<file path="src/rtl/ssc_defines.svh">
// Purpose: constants for the host-side controller of a 16K x 4 async static memory
// Assumes: 200 MHz core clock, 5 ns period
// Notes: device times in ns, clock period in ps, cycle counts derived from them
`ifndef SSC_DEFINES_SVH
`define SSC_DEFINES_SVH

`define SSC_ADDR_W 14
`define SSC_DATA_W 4
`define SSC_CLK_PS 5000
`define SSC_WRITE_PULSE_NS 10
`define SSC_WRITE_RECOVERY_NS 1
`define SSC_READ_ACCESS_NS 15
`define SSC_DESELECT_TO_HIGH_IMPEDANCE_NS 6
`define SSC_DATA_TO_WRITE_END_NS 9
`define SSC_DATA_HOLD_AFTER_WRITE_NS 0
// Least times round up to whole cycles, never below one
`define SSC_CYC_UP(ns) (((ns) * 1000 + `SSC_CLK_PS - 1) / `SSC_CLK_PS)
`define SSC_WRITE_PULSE_CYC `SSC_CYC_UP(`SSC_WRITE_PULSE_NS)
`define SSC_WRITE_RECOVERY_CYC `SSC_CYC_UP(`SSC_WRITE_RECOVERY_NS)
`define SSC_READ_ACCESS_CYC (`SSC_CYC_UP(`SSC_READ_ACCESS_NS) + 1)
`define SSC_TURNAROUND_CYC `SSC_CYC_UP(`SSC_DESELECT_TO_HIGH_IMPEDANCE_NS)
`define SSC_CNT_W 4

`endif

</file>
<file path="src/rtl/ssc_pkg.sv">
// Purpose: types for the static memory host controller
// Assumes: ssc_defines.svh included first
// Notes: request and pin bundles as packed structs
`include "ssc_defines.svh"

package ssc_pkg;

    typedef struct packed {
        logic [`SSC_ADDR_W-1:0] addr;
        logic [`SSC_DATA_W-1:0] wdata;
        logic write;
    } ssc_req_t;

    typedef struct packed {
        logic [`SSC_ADDR_W-1:0] addr;
        logic select_n;
        logic write_n;
        logic [`SSC_DATA_W-1:0] dout;
        logic doe;
    } ssc_pins_t;

    typedef enum logic [5:0] {
        SSC_IDLE = 6'b000001,
        SSC_RSET = 6'b000010,
        SSC_RACC = 6'b000100,
        SSC_WSET = 6'b001000,
        SSC_WPUL = 6'b010000,
        SSC_GAP  = 6'b100000
    } ssc_state_t;

endpackage

</file>
<file path="src/rtl/ssc_timer.sv">
// Purpose: down counter that times the read access, write pulse and gap phases
// Assumes: load and run never asked in the same cycle as expiry matters
// Notes: done is high while the count is zero
`timescale 1ns/1ps
`include "ssc_defines.svh"

module ssc_timer
    import ssc_pkg::*;
(
    // Clock and reset
    input wire logic core_clk_i,
    input wire logic reset_n_i,
    // Control
    input wire logic load_i,
    input wire logic [`SSC_CNT_W-1:0] value_i,
    // Status
    output logic done_o
);

    logic [`SSC_CNT_W-1:0] count_ff;
    logic [`SSC_CNT_W-1:0] nxt_count;

    always_comb
    begin
        nxt_count = count_ff;
        if (load_i)
        begin
            nxt_count = value_i;
        end
        else if (count_ff != '0)
        begin
            nxt_count = count_ff - 4'h1;
        end
    end

    always_ff @(posedge core_clk_i or negedge reset_n_i)
    begin
        if (!reset_n_i)
        begin
            count_ff <= 4'h0;
        end
        else
        begin
            count_ff <= nxt_count;
        end
    end

    assign done_o = (count_ff == 4'h0);

endmodule // ssc_timer

</file>
<file path="src/rtl/ssc_host.sv">
// Purpose: host-side controller driving a 16K x 4 asynchronous static memory
// Assumes: memory pins sampled synchronously to core_clk_i
// Notes: one access at a time; address held steady through every phase
`timescale 1ns/1ps
`include "ssc_defines.svh"

module ssc_host
    import ssc_pkg::*;
(
    // Clock and reset
    input wire logic core_clk_i,
    input wire logic reset_n_i,
    // User request port
    input wire logic req_valid_i,
    input wire logic req_write_i,
    input wire logic [`SSC_ADDR_W-1:0] req_addr_i,
    input wire logic [`SSC_DATA_W-1:0] req_wdata_i,
    output logic req_ready_o,
    // User read answer
    output logic rsp_valid_o,
    output logic [`SSC_DATA_W-1:0] rsp_rdata_o,
    // Memory pins
    output logic [`SSC_ADDR_W-1:0] mem_addr_o,
    output logic mem_select_n_o,
    output logic mem_write_n_o,
    output logic [`SSC_DATA_W-1:0] mem_data_o,
    output logic mem_data_oe_o,
    input wire logic [`SSC_DATA_W-1:0] mem_data_i
);

    ssc_state_t state_ff;
    ssc_state_t nxt_state;
    ssc_req_t req_ff;
    ssc_req_t nxt_req;
    ssc_pins_t pins_ff;
    ssc_pins_t nxt_pins;
    logic ready_ff;
    logic nxt_ready;
    logic rsp_valid_ff;
    logic nxt_rsp_valid;
    logic [`SSC_DATA_W-1:0] rdata_ff;
    logic [`SSC_DATA_W-1:0] nxt_rdata;
    logic tmr_load;
    logic [`SSC_CNT_W-1:0] tmr_value;
    logic tmr_done;

    function automatic logic [`SSC_CNT_W-1:0] cyc(input int n);
        cyc = (n < 1) ? 4'h1 : n[`SSC_CNT_W-1:0];
    endfunction

    // Taking edge: idle, ready shown and a request present
    function automatic logic take_req(input ssc_state_t st, input logic valid,
        input logic rdy);
        take_req = (st == SSC_IDLE) && valid && rdy;
    endfunction

    // Last cycle of the read access window
    function automatic logic read_done(input ssc_state_t st, input logic done);
        read_done = (st == SSC_RACC) && done;
    endfunction

    ssc_timer u_timer (
        .core_clk_i(core_clk_i),
        .reset_n_i(reset_n_i),
        .load_i(tmr_load),
        .value_i(tmr_value),
        .done_o(tmr_done)
    );

    always_comb
    begin
        nxt_state = state_ff;
        nxt_pins = pins_ff;
        nxt_ready = 1'b0;
        tmr_load = 1'b0;
        tmr_value = 4'h0;
        case (state_ff)
            SSC_IDLE:
            begin
                nxt_ready = 1'b1;
                if (take_req(state_ff, req_valid_i, ready_ff))
                begin
                    nxt_ready = 1'b0;
                    // Address goes out one cycle before select falls
                    nxt_pins.addr = req_addr_i;
                    nxt_pins.write_n = 1'b1;
                    nxt_state = req_write_i ? SSC_WSET : SSC_RSET;
                end
            end
            SSC_RSET:
            begin
                nxt_pins.select_n = 1'b0;
                nxt_pins.doe = 1'b0;
                tmr_load = 1'b1;
                tmr_value = cyc(`SSC_READ_ACCESS_CYC);
                nxt_state = SSC_RACC;
            end
            SSC_RACC:
            begin
                if (read_done(state_ff, tmr_done))
                begin
                    nxt_pins.select_n = 1'b1;
                    // Bus float time before host may drive again
                    tmr_load = 1'b1;
                    tmr_value = cyc(`SSC_TURNAROUND_CYC);
                    nxt_state = SSC_GAP;
                end
            end
            SSC_WSET:
            begin
                // Strobe falls with select so device outputs stay floating
                nxt_pins.select_n = 1'b0;
                nxt_pins.write_n = 1'b0;
                nxt_pins.dout = req_ff.wdata;
                nxt_pins.doe = 1'b1;
                tmr_load = 1'b1;
                tmr_value = cyc(`SSC_WRITE_PULSE_CYC);
                nxt_state = SSC_WPUL;
            end
            SSC_WPUL:
            begin
                // Address and data untouched while both strobes low
                if (tmr_done)
                begin
                    // Both rise together; device stays floating after
                    nxt_pins.select_n = 1'b1;
                    nxt_pins.write_n = 1'b1;
                    nxt_pins.doe = 1'b0;
                    tmr_load = 1'b1;
                    tmr_value = cyc(`SSC_WRITE_RECOVERY_CYC);
                    nxt_state = SSC_GAP;
                end
            end
            SSC_GAP:
            begin
                // Address held until recovery ends, then next may change it
                if (tmr_done)
                begin
                    nxt_ready = 1'b1;
                    nxt_state = SSC_IDLE;
                end
            end
            default:
            begin
                nxt_state = SSC_IDLE;
                nxt_pins.select_n = 1'b1;
                nxt_pins.write_n = 1'b1;
                nxt_pins.doe = 1'b0;
            end
        endcase
    end

    always_ff @(posedge core_clk_i or negedge reset_n_i)
    begin
        if (!reset_n_i)
        begin
            state_ff <= SSC_IDLE;
            pins_ff <= '{addr: 14'h0000, select_n: 1'b1, write_n: 1'b1, dout: 4'h0,
                         doe: 1'b0};
            ready_ff <= 1'b0;
        end
        else
        begin
            state_ff <= nxt_state;
            pins_ff <= nxt_pins;
            ready_ff <= nxt_ready;
        end
    end

    // Request latch: only the taking edge loads it, so write data stays put
    always_comb
    begin
        nxt_req = req_ff;
        if (take_req(state_ff, req_valid_i, ready_ff))
        begin
            nxt_req.addr = req_addr_i;
            nxt_req.wdata = req_wdata_i;
            nxt_req.write = req_write_i;
        end
    end

    always_ff @(posedge core_clk_i or negedge reset_n_i)
    begin
        if (!reset_n_i)
        begin
            req_ff <= '0;
        end
        else
        begin
            req_ff <= nxt_req;
        end
    end

    // Read answer: sampled once, at the far end of the access window
    always_comb
    begin
        nxt_rsp_valid = 1'b0;
        nxt_rdata = rdata_ff;
        if (read_done(state_ff, tmr_done))
        begin
            nxt_rdata = mem_data_i;
            nxt_rsp_valid = 1'b1;
        end
    end

    always_ff @(posedge core_clk_i or negedge reset_n_i)
    begin
        if (!reset_n_i)
        begin
            rsp_valid_ff <= 1'b0;
            rdata_ff <= 4'h0;
        end
        else
        begin
            rsp_valid_ff <= nxt_rsp_valid;
            rdata_ff <= nxt_rdata;
        end
    end

    assign req_ready_o = ready_ff;
    assign rsp_valid_o = rsp_valid_ff;
    assign rsp_rdata_o = rdata_ff;
    assign mem_addr_o = pins_ff.addr;
    assign mem_select_n_o = pins_ff.select_n;
    assign mem_write_n_o = pins_ff.write_n;
    assign mem_data_o = pins_ff.dout;
    assign mem_data_oe_o = pins_ff.doe;

endmodule // ssc_host

</file>
<file path="config.mk">
export PLATFORM = sky130hd
export DESIGN_NAME = ssc_host
export DESIGN_NICKNAME = d
export VERILOG_FILES = /design/src/rtl/ssc_pkg.sv /design/src/rtl/ssc_timer.sv /design/src/rtl/ssc_host.sv
export VERILOG_INCLUDE_DIRS = /design/src /design/src/rtl
export SDC_FILE = /design/constraint.sdc
export NUM_CORES = 1
export LEC_CHECK = 0
export ABC_AREA = 1
export BUFFER_PORTS_ARGS = -buffer_cell sky130_fd_sc_hd__buf_4
export CORE_MARGIN = 2
export CORE_UTILIZATION = 46
export CTS_CLUSTER_DIAMETER = 30
export DETAILED_ROUTE_END_ITERATION = 10
export GPL_TIMING_DRIVEN = 0
export PLACE_DENSITY = 0.8
export SYNTH_ARGS = -nofsm -noshare
export SYNTH_HDL_FRONTEND = slang
export SYNTH_HIERARCHICAL = 1
export SYNTH_SLANG_ARGS = --single-unit
</file>
<file path="constraint.sdc">
create_clock -name core_clk_i -period 1.49 [get_ports core_clk_i]
set_input_delay 0.447 -clock core_clk_i [delete_from_list [all_inputs] [get_ports core_clk_i]]
set_output_delay 0.447 -clock core_clk_i [all_outputs]
set_load 0.02 [all_outputs]
</file>
# ---- Yosys cells after proc, flatten, opt, wreduce, memory -nomap -nowiden
# Cells that the tools add are included.
dict set report totals {
  output_inout_bits 27
  wordCells 63
  reg_bits 41
  input_bits 26
}
dict set report classes {
  n_eq_ne 10
  muxes 23
  add_sub_neg 1
  reduce_logical 15
  bitwise 3
}
# operator n
set op_table {}
lappend op_table {{6-bit one-hot mux with 6 select lines} 1}
lappend op_table {{6-bit 2-to-1 mux} 4}
lappend op_table {{4-bit 2-to-1 mux} 3}
lappend op_table {{3-bit one-hot mux with 4 select lines} 1}
lappend op_table {{1-bit one-hot mux with 4 select lines} 2}
lappend op_table {{1-bit 2-to-1 mux} 7}
lappend op_table {{6-bit by 1-bit == test with 1-bit output (second input constant)} 1}
lappend op_table {{6-bit by 2-bit == test with 1-bit output (second input constant)} 1}
lappend op_table {{6-bit by 3-bit == test with 1-bit output (second input constant)} 1}
lappend op_table {{6-bit by 4-bit == test with 1-bit output (second input constant)} 1}
lappend op_table {{6-bit by 5-bit == test with 1-bit output (second input constant)} 1}
lappend op_table {{6-bit == test (second input constant)} 1}
lappend op_table {{2-bit inequality test (second input constant)} 3}
lappend op_table {{1-bit one-hot mux with 3 select lines} 2}
lappend op_table {{3-bit AND reduction} 2}
lappend op_table {{3-bit OR reduction} 2}
lappend op_table {{4-bit logical NOT} 1}
lappend op_table {{2-bit 2-to-1 mux} 2}
lappend op_table {{2-bit AND reduction} 2}
lappend op_table {{4-bit AND reduction} 1}
lappend op_table {{4-bit nonzero test} 1}
lappend op_table {{2-bit OR reduction} 2}
lappend op_table {{4-bit by 1-bit subtractor with 4-bit output (second input constant)} 1}
lappend op_table {{1-bit logical AND} 3}
lappend op_table {{other kinds (4)} 6}

# ---- Logic depth before layout (Yosys ltp)
dict set report depth {
  ltp_word 5
  depth_mapped 11
  depth_no_buf 11
}

# ---- Hierarchy
# The synthesis kept the hierarchy.
# mod cells_each area_each_um2 seq_area_each_um2 n_inst
set by_module_without_submodules {}
lappend by_module_without_submodules {ssc_host 189 1626.6 929.6 1}
lappend by_module_without_submodules {ssc_timer 34 242.7 100.1 1}

# ---- Worst setup path after synthesis
# Ideal clock, no wire load.
dict set report synth_path {
  path_type {reg2reg}
  from {register state_ff[0]}
  to {register u_timer.count_ff[0]}
  arrival_time_ps 1460
  stages_incl_launch_ff 9
  t_required_ps 1363
  synth_period_minus_slack_ps 1587
  setup_time_ps 127
  path_slack_ps -97
  path_buffers 1
  cell_sequence {dfstp_2 nor2_1 nand3_1 buf_2 nand3_1 inv_1 nand3_2 nand2_1 o21ai_0}
}
dict set report synth_via {
  elab_chain_cells 5
  elab_cells_between_ends 11
  classes_between {4 x eq/ne; 4 x mux; 3 x reduce/logical}
}
# item line_no
set synth_lines {}
lappend synth_lines {{start: declaration} ssc_host.sv:31} ;# ssc_state_t state_ff;
lappend synth_lines {{start signal: assignment} ssc_host.sv:164} ;# state_ff <= nxt_state;
lappend synth_lines {{6-bit by 3-bit == test with 1-bit output} {ssc_host.sv:59, ssc_host.sv:77}}
lappend synth_lines {{1-bit logical AND} ssc_host.sv:59} ;# read_done = (st == SSC_RACC) && done;
lappend synth_lines {{1-bit 2-to-1 mux} ssc_host.sv:100} ;# if (read_done(state_ff, tmr_done))
lappend synth_lines {{1-bit one-hot mux with 3 select lines (*)} ssc_host.sv:77} ;# case (state_ff)
lappend synth_lines {{named net tmr_load} ssc_host.sv:43} ;# logic tmr_load;
lappend synth_lines {{4-bit 2-to-1 mux or 2-bit nonzero test (tied branches)} -}
lappend synth_lines {{end signal: assignment} ssc_timer.sv:44} ;# count_ff <= nxt_count;
lappend synth_lines {{end: declaration} ssc_timer.sv:20} ;# logic [`SSC_CNT_W-1:0] count_ff;
# The timed path passes the listed nets; every way through them passes the cells marked *.
# A chain may end at the register's enable or synchronous reset.

# ---- Final worst setup path
dict set report layout_path {
  from {register state_ff[3]}
  to {register u_timer.count_ff[1]}
}
# The elaborated chain is that of the path after synthesis.

==> results.py <==
metrics = {
    "run_status": {
        "status": "finished, final reports clean",
    },
    "placed_design": {
        "port_buffers": 52,
        "place.gp.congestion": 0.801,
        "dp.cells": 325,
        "dp_hpwl_um": 2770,
    },
    "detailed_routing": {
        "firstDrtPassIters": 4,
        "route.antenna.remaining_nets": 0,
        "drc": 0,
        "vias": 1686,
        "drt_iter0_drc": 63,
        "routed_wl_um": 4450,
        "wl_per_cell_um": 12.9,
        "via_per_inst": 4.89,
    },
    "final_layout": {
        "finalNonFillerCells": 345,
        "multiInputGateArea_um2": 875,
        "antenna_cells": 0,
        "nFillCells": 295,
        "final_cell_mix": "74 x nand2_1, 63 x buf_4, 37 x dfrtp_1",
        "fin_nets": 321,
        "drive_gt1_share_pct": 43.7,
        "register_area_um2": 1030,
        "final_common_cell": "nand2_1",
        "synthToLayoutAreaGrowth_pct": 46.1,
    },
    "clock_tree": {
        "clockBufferDepth": 2,
        "cts-root-buf": "clkbuf_8",
        "cts_max_level": 2,
        "clock-sinks": 41,
        "clk_latency_ns": 0.30,
        "clkTransAtPathRegs_ns": 0.08,
        "cts_made_buffers": 5,
        "cts_tree": "built",
    },
    "floorplanning": {
        "boundaryPins": 53,
        "start_util_pct": 47.4,
        "die_w_um": 67.7,
        "design.die.area_um2": 4590,
        "fp.dieH_um": 67.7,
        "rows": 23,
        "core_um2": 3940,
    },
    "global_route": {
        "antenna_found_initial": 0,
        "grt_max_degree": 42,
        "grt_pass1_vias": 1556,
        "grt_pass1_wl_um": 6400,
        "grt_usage_pct": 19.0,
        "grt-ovfl-total": 0,
    },
    "critical_path": {
        "worstPathArrival_ns": 1.72,
        "worstRegToRegCells": 7,
        "required_ns": 1.72,
        "crit_path_end_kind": "flip-flop",
        "r2r-start": "state_ff[3]",
        "rrSetupSlack_ns": 0.0009,
        "path_class": "reg -> reg",
        "r2r-end": "u_timer/count_ff[1]",
        "worstPathMaxFanout": 7,
        "cp-start-kind": "flip-flop",
    },
    "synthesis": {
        "synthArstFlopShare_pct": 100,
        "synth_xor_area_share_pct": 0.469,
        "synth_seq_cells": 41,
        "syn_area_um2": 1870,
        "synth_top_area_cell": "dfrtp_1",
        "yosysWarnings": 6,
        "syn_area_per_cell_um2": 8.38,
        "seq_area_frac_synth_pct": 55.1,
        "synthTopCellsByArea": "dfrtp_1 51%, nand2_1 16%, inv_1 4.4%",
        "synth_edf_count": 0,
        "synth-simple-area-share_pct": 26.8,
        "netlist_instances": 223,
        "synthAdderAreaFrac_pct": 0.669,
        "ys.flop_type": "dfrtp_1",
        "syn_nets": 250,
        "yosysUniqueCellTypes": 25,
        "synth_top_family_by_area": "simple AND/OR/NAND/NOR gates",
        "yosysTopAreaCellShare_pct": 50.9,
        "synthMuxAreaShare_pct": 0,
        "synth_compound_area_share_pct": 9.37,
    },
    "power": {
        "p_int_mw": 3.51,
        "clkPwrFrac_pct": 12.8,
        "p_leak_nw": 1.45,
        "switchingPower_mw": 2.71,
        "switching_share_pct": 43.6,
        "seqPwrFrac_pct": 31.3,
        "comb_power_share_pct": 55.9,
        "p_per_area_nw_per_um2": 2280,
        "power_mw": 6.22,
        "irDropWorstVdd_mv": 1.44,
    },
    "run": {
        "maxCapViolCount": 0,
    },
    "timing": {
        "finalCritPeriodShare_pct": 99.9,
        "final.min_clock_period_ns": 1.49,
        "hold_viol_final": 0,
        "finalSetupViolCount": 0,
        "rsz0062_at_grt": "true",
        "max_freq_mhz": 672,
        "worst_slew_pin_slew_ns": 0.508,
        "slew_headroom_pct": 66.1,
        "drv_slew": 0,
        "fin_skew_ns": 0.00461,
    },
    "worst_hold_path": {
        "holdCritPathClass": "in -> async",
    },
}
-- timing repair --
| item | 4_1_cts | 5_1_grt |
|---|---|---|
| pin swaps | 2 | 21 |
| resized for setup | 12 | 45 |
| endpoints found under the setup margin | 4 | 24 |
| setup buffers | 2 | 9 |
| hold buffers | 0 | 0 |
| hold endpoints to repair | 0 | 0 |
| cloned | 0 | 1 |
-- power groups by stage --
stage	Sequential, mW	Combinational (mW)	Clock, mW
after floorplan	2.24	1.47	0
after global placement	1.88	2.65	0
after detailed placement	1.90	2.72	0
after CTS	1.90	2.85	0.808
after global routing	1.99	3.78	0.855
final	1.95	3.48	0.794
-- layer usage --
metal	global-route usage [%]	wire length [um]	part of all wire, %	up-vias
met4	8.16	76	1.7	0
met2	31.4	2320	52	47
met3	6.67	261	5.9	12
met5	0	0	0	-
met1	22.2	1790	40	789
li1	-	-	-	838
-- how the worst max path moves through the flow --
stage	startpoint	end	slack (ns)	cells past startpoint
2_1_floorplan	u_timer/count_ff[0]	u_timer/count_ff[3]	0.0009	11
3_5_place_dp	u_timer/count_ff[0]	u_timer/count_ff[3]	-0.24	11
3_3_place_gp	u_timer/count_ff[0]	u_timer/count_ff[3]	-0.16	11
5_1_grt	state_ff[3]	u_timer/count_ff[3]	-0.08	8
4_1_cts	state_ff[0]	u_timer/count_ff[0]	0.001	8
6_report	state_ff[3]	u_timer/count_ff[1]	0.0009	7
-- through the flow --
stage                     worst slack, ns  instance area, um2  utilization, %  hold WS [ns]  TNS, ns
after floorplan                  0.000886                1880               -         0.151        0
after global placement             -0.162                2340            59.3         0.453   -0.557
after detailed placement           -0.240                2340            59.3         0.455   -0.859
after CTS                         0.00139                2500            63.5         0.136        0
after global routing              -0.0790                2730            69.3         0.155   -0.356
final                            0.000890                2730            69.3         0.118        0
-- logic make-up after synthesis --
kind of cell / after synthesis
other: 1
adder cells (fa/ha/maj): 1
AND/OR/NAND/NOR: 117
flip-flops: 41
buffers and inverters: 30
AO/OA/AOI/OAI: 32
XOR/XNOR: 1
-- flip-flops by register name, summed over array words and instances (netlist names) --
register	flops
req_ready_o	1
mem_data_o	4
rsp_rdata_o	4
rsp_valid_o	1
req_ff	4
state_ff	6
mem_write_n_o	1
u_timer/count_ff	4
mem_select_n_o	1
mem_addr_o	14
mem_data_oe_o	1
-- cell type report --
class                   instances  share of cell area, %
repair buffers                 64                   18.1
well taps                      50                   2.29
clock buffers                   7                   3.53
multi-input cells             152                   32.0
clock inverters                 1                  0.183
inverters                      24                   3.53
plain buffers                   6                   2.61
flip-flops and latches         41                   37.7
-- critical path, stage by stage, from the launching register on --
cell and delay, ns:
dfrtp_1 0.42, nor2_4 0.22, nand4_1 0.27, nand3_4 0.23
inv_4 0.06, nand3_4 0.10, nand2_2 0.05, o21ai_1 0.07
-- synthesized netlist by cell type, types with 2 or more instances --
master   instances
nor2_2           5
buf_6            2
nand2_1         81
a21oi_1          2
nor2_4           2
nand3_1         10
buf_4            2
nand4_1          2
dfrtp_1         38
inv_1           22
o21ai_2          4
o21ai_0         14
nor2_1          13
dfstp_2          3
o21ai_1         12
nand3_2          2
Note: power is estimated with default switching activity, not from simulation.
